### src/rtl/pmcs_defs.svh
// Behaviour
// - strap pin low forces auto-negotiation off whatever software wrote
// - control bit 12 written 0 disables negotiation; 1 or reset enables; strap blocks writes
// - control bit 12 reads last written value, 1 after reset
// - power-down bit powers the channel down; single channel means whole device
// - isolate bit stops MII outputs and inputs, management stays alive
// - isolate ends on write 0 or reset; bit reads 1 while isolated
// - control bit 9 written 1 restarts negotiation if enabled; self-clears, reads 0
// - auxiliary restart request acts like control bit 9, but is not locked out during soft reset
// - half duplex at reset; bit 8 written 1 with negotiation off forces full
// - collision test: TXEN raises COL within 512 bit times, drops within 4
// - control bit 7 sets collision test; 0 or reset clears; reads reflect it
// - status bit 15 reads 0, bits 14 to 11 read 1
// - status bit 6 is the only writable status bit; allows 2-bit preamble
// - status bit 5 reads 1 only once negotiation has completed
// - status bit 4 latches high on far-end fault until read
// - status bit 3 always reads 1
// - status bit 2 latches low after link failure until read
// - status bit 1 latches jabber in 10BASE-T only; clears on read or reset
// - status bit 0 always reads 1
// - upper identifier register is a read-only 16-bit OUI slice
// - control bit 15 starts a 1 us self-clearing soft reset; other control writes ignored meanwhile
// - control bit 14 sets loopback; 0 or reset clears; reads reflect it
`ifndef PMCS_DEFS_SVH
`define PMCS_DEFS_SVH
`define PMCS_REG_CONTROL 5'h00
`define PMCS_REG_STATUS 5'h01
`define PMCS_REG_ID_HIGH 5'h02
`define PMCS_CTL_SRST 15
`define PMCS_CTL_LOOP 14
`define PMCS_CTL_F100 13
`define PMCS_CTL_AUTONEG_STRAP_PIN 12
`define PMCS_CTL_PDN 11
`define PMCS_CTL_ISO 10
`define PMCS_CTL_RESTART 9
`define PMCS_CTL_FDX 8
`define PMCS_CTL_COLT 7
`define PMCS_STS_PRESUP 6
`define PMCS_STS_ABILITY 5'h0F
// arbitrary identifier value, stands in for a maker code
`define PMCS_OUI_HIGH 16'h1234
`define PMCS_OP_READ 2'h2
`define PMCS_OP_WRITE 2'h1
`define PMCS_PRE_FULL 6'h20
`define PMCS_PRE_SUPP 6'h02
`define PMCS_CLK_NS 20
`define PMCS_SRST_NS 1000
`define PMCS_SRST_CYC ((`PMCS_SRST_NS + `PMCS_CLK_NS - 1) / `PMCS_CLK_NS)
`endif

### src/rtl/pmcs_pkg.sv
package pmcs_pkg;
    typedef enum logic [2:0] {
        MF_IDLE = 3'b000,
        MF_START = 3'b001,
        MF_OP = 3'b010,
        MF_ADDR = 3'b011,
        MF_TURN = 3'b100,
        MF_DATA = 3'b101
    } pmcs_frame_e;

    // line-side conditions reported by the transceiver core
    typedef struct packed {
        logic link_pass;
        logic remote_fault;
        logic jabber;
        logic an_complete;
        logic mode_10bt;
    } pmcs_line_s;

    typedef struct packed {
        pmcs_frame_e st;
        logic mdc_q;
        logic [5:0] pre_cnt;
        logic [4:0] bit_cnt;
        logic [1:0] op;
        logic [15:0] shreg;
        logic mdio_out;
        logic mdio_oe;
        logic srst;
        logic [5:0] srst_cnt;
        logic loopback;
        logic force100;
        logic an_sw;
        logic pdn;
        logic iso;
        logic fdx;
        logic colt;
        logic an_eff;
        logic an_rst;
        logic presup;
        logic ancmp;
        logic rf;
        logic lstat;
        logic jab;
        logic col;
        logic mii_en;
        logic [4:0] reg_addr;
    } pmcs_state_s;
endpackage

### src/rtl/pmcs_regs.sv
`timescale 1ns/1ns
`include "pmcs_defs.svh"
module pmcs_regs
    import pmcs_pkg::*;
(
    input wire logic ref_clk_i, // 50 MHz system clock
    input wire logic rst_n_i, // async chip reset, active low
    input wire logic mdc_i, // management clock, sampled
    input wire logic mdio_i, // management data in
    output logic mdio_o, // management data out
    output logic mdio_oe_o, // high while driving mdio
    input wire logic [4:0] phy_addr_i, // this device's address
    input wire logic autoneg_strap_pin_i, // low disables negotiation
    input wire pmcs_line_s line_i, // line-side conditions
    input wire logic aux_restart_i, // auxiliary restart request pulse
    input wire logic tx_en_i, // MII transmit enable
    output logic col_o, // collision test output
    output logic mii_enable_o, // low while isolated
    output logic power_down_o, // channel and device down
    output logic loopback_o, // loopback mode
    output logic force100_o, // forced speed select
    output logic autoneg_enable_o, // effective negotiation enable
    output logic an_restart_o, // one-cycle restart pulse
    output logic full_duplex_o, // forced full duplex
    output logic soft_reset_o // soft reset in progress
);
    pmcs_state_s s;
    pmcs_state_s next_s;
    logic rise;
    logic match;
    logic rd_done;
    logic [15:0] rdata;

    assign rise = mdc_i & ~s.mdc_q;
    assign match = (s.shreg[9:5] == phy_addr_i);

    always_comb
    begin
        case (s.shreg[4:0])
            `PMCS_REG_CONTROL:
                rdata = {s.srst, s.loopback, s.force100, s.an_sw, s.pdn, s.iso,
                         1'b0, s.fdx, s.colt, 7'h00};
            `PMCS_REG_STATUS:
                rdata = {1'b0, 4'hF, 4'h0, s.presup, s.ancmp, s.rf, 1'b1, s.lstat, s.jab, 1'b1};
            `PMCS_REG_ID_HIGH:
                rdata = `PMCS_OUI_HIGH;
            default:
                rdata = 16'h0000;
        endcase
    end

    always_comb
    begin
        next_s = s;
        rd_done = 1'b0;
        next_s.mdc_q = mdc_i;
        next_s.an_rst = 1'b0;
        if (rise)
        begin
            case (s.st)
                MF_IDLE:
                begin
                    if (mdio_i)
                    begin
                        if (s.pre_cnt != `PMCS_PRE_FULL)
                        begin
                            next_s.pre_cnt = s.pre_cnt + 6'h01;
                        end
                    end
                    else if (s.pre_cnt >= (s.presup ? `PMCS_PRE_SUPP : `PMCS_PRE_FULL))
                    begin
                        next_s.st = MF_START;
                    end
                    else
                    begin
                        next_s.pre_cnt = 6'h00;
                    end
                end
                MF_START:
                begin
                    next_s.pre_cnt = 6'h00;
                    next_s.bit_cnt = 5'h00;
                    next_s.st = mdio_i ? MF_OP : MF_IDLE;
                end
                MF_OP:
                begin
                    next_s.op = {s.op[0], mdio_i};
                    next_s.bit_cnt = s.bit_cnt + 5'h01;
                    if (s.bit_cnt == 5'h01)
                    begin
                        next_s.st = MF_ADDR;
                        next_s.bit_cnt = 5'h00;
                    end
                end
                MF_ADDR:
                begin
                    next_s.shreg = {s.shreg[14:0], mdio_i};
                    next_s.bit_cnt = s.bit_cnt + 5'h01;
                    if (s.bit_cnt == 5'h09)
                    begin
                        next_s.st = MF_TURN;
                        next_s.bit_cnt = 5'h00;
                    end
                end
                MF_TURN:
                begin
                    next_s.bit_cnt = s.bit_cnt + 5'h01;
                    if (s.bit_cnt == 5'h00)
                    begin
                        // snapshot here so latches can clear safely later
                        next_s.reg_addr = s.shreg[4:0];
                        if (s.op == `PMCS_OP_READ && match)
                        begin
                            next_s.mdio_oe = 1'b1;
                            next_s.mdio_out = 1'b0;
                            next_s.shreg = rdata;
                        end
                        else
                        begin
                            next_s.shreg = {6'h00, s.shreg[9:0]};
                        end
                    end
                    else
                    begin
                        next_s.st = MF_DATA;
                        next_s.bit_cnt = 5'h00;
                        next_s.op = s.mdio_oe ? s.op : (match ? s.op : 2'h0);
                        if (s.mdio_oe)
                        begin
                            next_s.mdio_out = s.shreg[15];
                        end
                    end
                end
                MF_DATA:
                begin
                    next_s.bit_cnt = s.bit_cnt + 5'h01;
                    if (s.mdio_oe)
                    begin
                        next_s.mdio_out = s.shreg[14];
                        next_s.shreg = {s.shreg[14:0], 1'b0};
                    end
                    else
                    begin
                        next_s.shreg = {s.shreg[14:0], mdio_i};
                    end
                    if (s.bit_cnt == 5'h0F)
                    begin
                        next_s.st = MF_IDLE;
                        next_s.pre_cnt = 6'h00;
                        next_s.mdio_oe = 1'b0;
                        next_s.mdio_out = 1'b0;
                        next_s.op = 2'h0;
                    end
                end
                default:
                begin
                    next_s.st = MF_IDLE;
                    next_s.mdio_oe = 1'b0;
                end
            endcase
        end
        // commit a write; the data shift pushes the address out, so use the copy taken at the turn
        if (rise && s.st == MF_DATA && s.bit_cnt == 5'h0F && !s.mdio_oe && s.op == `PMCS_OP_WRITE)
        begin
            case (s.reg_addr)
                `PMCS_REG_CONTROL:
                begin
                    // writes locked out during soft reset
                    if (!s.srst)
                    begin
                        if (s.shreg[`PMCS_CTL_SRST - 1])
                        begin
                            next_s.srst = 1'b1;
                            next_s.srst_cnt = 6'(`PMCS_SRST_CYC);
                        end
                        next_s.loopback = s.shreg[`PMCS_CTL_LOOP - 1];
                        next_s.force100 = s.shreg[`PMCS_CTL_F100 - 1];
                        if (autoneg_strap_pin_i)
                        begin
                            next_s.an_sw = s.shreg[`PMCS_CTL_AUTONEG_STRAP_PIN - 1];
                        end
                        next_s.pdn = s.shreg[`PMCS_CTL_PDN - 1];
                        // isolate set and cleared by write
                        next_s.iso = s.shreg[`PMCS_CTL_ISO - 1];
                        if (s.shreg[`PMCS_CTL_RESTART - 1] && s.an_eff)
                        begin
                            next_s.an_rst = 1'b1;
                        end
                        // full duplex only with negotiation off
                        if (!s.shreg[`PMCS_CTL_FDX - 1])
                        begin
                            next_s.fdx = 1'b0;
                        end
                        else if (!s.an_eff)
                        begin
                            next_s.fdx = 1'b1;
                        end
                        next_s.colt = s.shreg[`PMCS_CTL_COLT - 1];
                    end
                end
                `PMCS_REG_STATUS:
                    next_s.presup = s.shreg[`PMCS_STS_PRESUP - 1];
                default:
                    next_s.presup = s.presup;
            endcase
        end
        // clear latches only once the status read ends
        rd_done = rise && s.st == MF_DATA && s.bit_cnt == 5'h0F && s.mdio_oe &&
                  s.reg_addr == `PMCS_REG_STATUS;
        // soft reset countdown returns control fields to defaults
        if (s.srst)
        begin
            next_s.srst_cnt = s.srst_cnt - 6'h01;
            next_s.loopback = 1'b0;
            next_s.force100 = 1'b0;
            next_s.an_sw = 1'b1;
            next_s.pdn = 1'b0;
            next_s.iso = 1'b0;
            next_s.fdx = 1'b0;
            next_s.colt = 1'b0;
            if (s.srst_cnt == 6'h01)
            begin
                next_s.srst = 1'b0;
            end
        end
        next_s.an_eff = autoneg_strap_pin_i & next_s.an_sw;
        if (aux_restart_i && s.an_eff)
        begin
            next_s.an_rst = 1'b1;
        end
        next_s.ancmp = line_i.an_complete;
        // far-end fault latch, event beats clear
        next_s.rf = line_i.remote_fault | (s.rf & ~rd_done);
        next_s.lstat = rd_done ? line_i.link_pass : (s.lstat & line_i.link_pass);
        next_s.jab = (line_i.jabber & line_i.mode_10bt) | (s.jab & ~rd_done);
        // one cycle is far inside both bit-time bounds
        next_s.col = s.colt & tx_en_i & ~s.iso;
        next_s.mii_en = ~next_s.iso;
    end

    always_ff @(posedge ref_clk_i or negedge rst_n_i)
    begin
        if (!rst_n_i)
        begin
            // effective enable stays low until the strap is first sampled
            s <= '0;
            s.an_sw <= 1'b1;
            s.mii_en <= 1'b1;
        end
        else
        begin
            s <= next_s;
        end
    end

    assign mdio_o = s.mdio_out;
    assign mdio_oe_o = s.mdio_oe;
    assign col_o = s.col;
    assign mii_enable_o = s.mii_en;
    assign power_down_o = s.pdn;
    assign loopback_o = s.loopback;
    assign force100_o = s.force100;
    assign autoneg_enable_o = s.an_eff;
    assign an_restart_o = s.an_rst;
    assign full_duplex_o = s.fdx;
    assign soft_reset_o = s.srst;

    localparam int SRST_HOLD = `PMCS_SRST_CYC;

    chk_strap_an_off: assert property (@(posedge ref_clk_i) disable iff (!rst_n_i)
        !autoneg_strap_pin_i |=> !autoneg_enable_o)
        else $error("negotiation enabled with strap low");
    chk_restart_needs_an: assert property (@(posedge ref_clk_i) disable iff (!rst_n_i)
        an_restart_o |-> $past(autoneg_enable_o))
        else $error("restart pulse while negotiation disabled");
    chk_col_rises: assert property (@(posedge ref_clk_i) disable iff (!rst_n_i)
        s.colt && !s.iso && tx_en_i |=> col_o)
        else $error("collision output missed transmit enable");
    chk_col_drops: assert property (@(posedge ref_clk_i) disable iff (!rst_n_i)
        !tx_en_i |=> !col_o)
        else $error("collision output held without transmit enable");
    chk_fault_latch: assert property (@(posedge ref_clk_i) disable iff (!rst_n_i)
        line_i.remote_fault |=> s.rf)
        else $error("far-end fault not latched");
    chk_link_latch_low: assert property (@(posedge ref_clk_i) disable iff (!rst_n_i)
        !line_i.link_pass |=> !s.lstat)
        else $error("link status high after link failure");
    chk_jabber_10bt: assert property (@(posedge ref_clk_i) disable iff (!rst_n_i)
        line_i.jabber && line_i.mode_10bt |=> s.jab)
        else $error("jabber not latched in 10BASE-T");
    chk_srst_defaults: assert property (@(posedge ref_clk_i) disable iff (!rst_n_i)
        s.srst |=> s.an_sw && !s.loopback && !s.iso && !s.colt)
        else $error("control fields not at defaults during soft reset");
    chk_srst_length: assert property (@(posedge ref_clk_i) disable iff (!rst_n_i)
        $rose(soft_reset_o) |-> ##[SRST_HOLD:SRST_HOLD] !soft_reset_o)
        else $error("soft reset length wrong");

    // main scenarios reached
    cov_status_read: cover property (@(posedge ref_clk_i) disable iff (!rst_n_i) rd_done);
    cov_soft_reset: cover property (@(posedge ref_clk_i) disable iff (!rst_n_i) $rose(soft_reset_o));
    cov_col_test: cover property (@(posedge ref_clk_i) disable iff (!rst_n_i) col_o);
    cov_an_restart: cover property (@(posedge ref_clk_i) disable iff (!rst_n_i) an_restart_o);
endmodule

### config.mk
export PLATFORM = sky130hd
export DESIGN_NAME = pmcs_regs
export DESIGN_NICKNAME = d
export VERILOG_FILES = /design/src/rtl/pmcs_pkg.sv /design/src/rtl/pmcs_regs.sv
export VERILOG_INCLUDE_DIRS = /design/src /design/src/rtl
export SDC_FILE = /design/constraint.sdc
export NUM_CORES = 1
export LEC_CHECK = 0
export ABC_AREA = 1
export BUFFER_PORTS_ARGS = -buffer_cell sky130_fd_sc_hd__buf_4
export CORE_ASPECT_RATIO = 1.4
export CORE_MARGIN = 2
export CORE_UTILIZATION = 40
export CTS_CLUSTER_DIAMETER = 50
export DETAILED_ROUTE_END_ITERATION = 10
export SKIP_LAST_GASP = 1
export SLEW_MARGIN = 40
export SYNTH_ARGS = -nofsm -noshare
export SYNTH_HDL_FRONTEND = slang
export SYNTH_SLANG_ARGS = --single-unit
### constraint.sdc
create_clock -name ref_clk_i -period 4.9 [get_ports ref_clk_i]
set_clock_uncertainty 0.1 [all_clocks]
set_input_delay 0.49 -clock ref_clk_i [delete_from_list [all_inputs] [get_ports ref_clk_i]]
set_output_delay 0.49 -clock ref_clk_i [all_outputs]
set_load 0.005 [all_outputs]
# == Word-level counts from Yosys, hierarchy flattened ==
# Cells that the tools add are included.
# word_totals
reg_bits,63
word_cells,166
output_inout_bits,11
inputBits,17
# classes
reduce_logical,36
n_mux,51
bitwise_logic,15
n_eq_ne,32
add_sub_neg,3
magnitude_cmp,1
# op_table
op,n
one-hot mux 16 bit (3 select lines),2
two-way mux 14 bit,4
two-way mux 16 bit,2
two-way mux 6 bit,5
one-hot mux 5 bit (5 select lines),1
"inequality test 2 bit, second input constant",10
two-way mux 3 bit,6
"inequality test 3 bit, second input constant",6
one-hot mux 3 bit (6 select lines),1
one-hot mux 6 bit (3 select lines),1
"equality test 5 x 1 -> 1 bit, second input constant",3
logical NOT 5 bit,3
two-way mux 1 bit,15
AND reduction 5 bit,3
two-way mux 2 bit,7
two-way mux 7 bit,2
AND reduction 3 bit,4
"equality test 5 x 4 -> 1 bit, second input constant",2
two-way mux 5 bit,2
logical AND 1 bit,9
nonzero test 3 bit,3
AND 1 bit,8
nonzero test 2 bit,4
AND reduction 7 bit,1
other kinds (25),34

# == Longest topological paths before layout ==
# depth
depth_word,10
mapped_depth,12
ltp_nobuf,12

# == Worst setup path before layout ==
# OpenSTA, ideal clock, no wires.
# synth_timing
kind,flip-flop to flip-flop
from,register s[48] in the netlist's numbering
to,register s (netlist bit mii_enable_o)
n_path_buf,0
setup_slack_ns,3.071
path_stages_with_launch,10
synth_period_minus_slack_ns,1.829
t_required_ns,4.725
setup_ns,0.075
t_arrival_ns,1.654
cell_sequence,dfrtp_1 -> ha_1 -> and3_1 -> ha_1 -> nand4_4 -> nor2_4 -> nor2_1 -> inv_1 -> o21ai_2 -> inv_2
# synth_lines
element,line_no,text
"start, declared",pmcs_regs.sv:27,pmcs_state_s s;
"start signal, assigned",pmcs_regs.sv:252,s <= next_s;

# == Worst setup path in the final report ==
# layout_timing
from,register s[62] in the netlist's numbering
to,register s[36] in the netlist's numbering
# layout_via
elab_chain_cells,3
elab_cells_between_ends,8
cone_classes,eq/ne (5); mux (1); reduce/logical (2)
# layout_rtl
element,line_no,text
equality test 3 bit / equality test 3 x 2 -> 1 bit (equally long branches),pmcs_regs.sv:60,case (s.st)
inequality test 2 bit (no line) / nonzero test 3 bit (equally long branches),n/a,
AND reduction 4 bit (no line),n/a,
# Parallel ways exist; a longest one is shown, timed or not.
# A chain may end at the register's enable or synchronous reset.

==> flow_summary.yaml <==
clock_tree:
  h-tree-depth: 3
  cts_resized: 0
  tritoncts: "done"
  cts-root-buf: "clkbuf_16"
  cts_buffer_depth: 2
  ctsHoldBuffers: 0
  postCtsSetupRepairBufs: 0
  cts.sinks: 63
  path_clk_slew_ns: 0.05
  cts_made_buffers: 9
  clock_latency_ns: 0.34
timing:
  worst_pin_slew_ns: 0.584
  fmax_mhz: 449
  setup_tns_ns: 0
  setup_viol: 0
  final_max_slew_viol_count: 0
  period_needed_ns: 2.23
  slew_headroom_pct: 60.8
  grt_setup_unrepaired: "no"
  period_share_pct: 45.5
  final-hold-violation-count: 0
  final.setup.worst_slack_ns: 2.67
critical_path:
  worst_setup_path_start_kind: "flop"
  worstPathArrival_ns: 2.35
  critPathKind: "reg2reg"
  critPathRequiredTime_ns: 5.02
  crit_path_end_kind: "flop"
  critPathMaxFanout: 11
logic_synthesis:
  synth_cells: 499
  yosysWarnings: 0
  syn-num-nets: 526
  synth-seq-area-share_pct: 42.3
  syn_area_um2: 3740
  avgSynthCellArea_um2: 7.49
  synth.distinct_cells: 42
  synthFlopType: "dfrtp_1"
  synthArstFlopShare_pct: 100
  synth_edf_count: 0
  synth-seq-cells: 63
final_layout:
  design_area_um2: 4320
  drive_above_1_share_pct: 14.9
  layout_commonest_cell: "nand2_1"
  num_antenna_cells: 0
  nNetsFinal: 558
  mostFrequentLayoutCells: "nand2_1 (158), dfrtp_1 (61), inv_1 (51)"
  syn2layout_area_growth_pct: 15.7
routing:
  via_count: 3337
  drt_first_pass_iters: 4
  wl_per_cell_um: 14.1
  drt_iter0_markers: 178
  drc: 0
  wl_um: 9060
  avgViaCountPerCell: 5.19
  final_antenna_net_count: 0
power_and_ir_drop:
  power_leakage_nw: 2.17
  finalPower_mw: 1.93
  powerDensity_nw_per_um2: 445
  peakVddDrop_v: 0.000257
placed_design:
  dpl_worst_slack_ns: 2.66
  hpwl_um: 6810
  place_congestion: 0.873
  port-buffer-count: 27
  dpl_cell_area_um2: 4040
global_routing:
  grt_use_total_pct: 18.8
  grt-ovfl-total: 0
  grt_max_degree: 64
  grt_pass1_wl_um: 15000
  antenna_found_initial: 0
  grt_pass1_vias: 3210
floorplanning:
  io-pin-count: 28
  start_util_pct: 41.4
  die_w_um: 85.7
  row_count: 41
  coreArea_um2: 9030
  chipHeight_um: 118
  dieArea_um2: 10100
outcome:
  outcome: "finished clean"
run:
  cap_violations: 0
hold_path:
  hold_path_class: "in2async"
[stage by stage]
stage               instances  hold slack [ns]  util, %
floorplan                 499           0.0944        -
global placement          627            0.365     44.7
CTS                       643            0.155     47.9
detailed placement        627            0.381     44.7
finish                    643           0.0407     47.9
global route              643           0.0832     47.9
[logic make-up after synthesis]
group | count (synthesis) | synth area share, %
AO/OA/AOI/OAI | 52 | 7.77
XOR/XNOR | 8 | 1.88
flip-flops | 63 | 42.3
AND/OR/NAND/NOR | 297 | 36.4
buffers and inverters | 65 | 7.13
multiplexers | 4 | 1.17
adder cells (fa/ha/maj) | 10 | 3.35
[flip-flops by register name, indices dropped and copies added, names as in the netlist]
register,flops
s,52
an_restart_o,1
autoneg_enable_o,1
col_o,1
force100_o,1
full_duplex_o,1
loopback_o,1
mdio_o,1
mdio_oe_o,1
mii_enable_o,1
power_down_o,1
soft_reset_o,1
[cell type report]
class / instances / area [um^2]
fill: 880 / 4700
multi-input combinational: 371 / 1890
sequential: 63 / 1580
clock buffer: 11 / 253
inverter: 59 / 229
timing repair buffer: 27 / 206
tap: 107 / 134
clock inverter: 5 / 32.5
[synth_stat cells (5+ instances only)]
cell	number	area share (%)
nor2_2	5	0.84
nor3_1	8	1.1
a21oi_1	19	2.5
nand2_2	6	1.0
nand4_1	20	3.3
nor2_1	46	4.6
ha_1	10	3.3
o21ai_0	16	2.1
dfrtp_1	61	41
nand2_1	158	16
nand3_1	37	5.0
inv_1	51	5.1
inv_2	6	0.60
xor2_1	5	1.2
[worst max-delay path: stages, from the launching register on]
cell	delay, ns
dfrtp_1	0.56
nand2_1	0.34
nand2_2	0.19
nand3_4	0.12
a21oi_2	0.39
inv_1	0.24
nand2_1	0.11
nand2_1	0.06
[per-layer routing]
metal / routed length (um) / global-route usage (%)
met3: 352 / 3.35
met2: 4560 / 31.4
met4: 241 / 10.6
met1: 3900 / 22.5
met5: 0 / 0
[report_power, final]
group	internal [mW]	switching [mW]	leakage, nW	total (mW)
clock network	0.367	0.233	0.134	0.600
registers	0.610	0.119	0.789	0.729
logic	0.192	0.404	1.25	0.596
total	1.17	0.756	2.17	1.93
[path summary, 6_finish.rpt]
path                              startpoint                end  slack [ns]  cells after the start
max                        s[62]$_DFFE_PN0P_  s[36]$_DFFE_PN0P_        2.67                      7
min                                  rst_n_i  s[35]$_DFFE_PN0P_        0.04                      1
max reg2reg                s[62]$_DFFE_PN0P_  s[36]$_DFFE_PN0P_        2.67                      7
min reg2reg                  s[16]$_DFF_PN0_    col_o$_DFF_PN0_        0.39                      1
max in group asynchronous            rst_n_i  s[48]$_DFFE_PN0P_        4.26                      1
min in group ref_clk_i             line_i[1]    s[10]$_DFF_PN0_        0.16                      1
No activity file was read; power rests on OpenSTA's default activity.
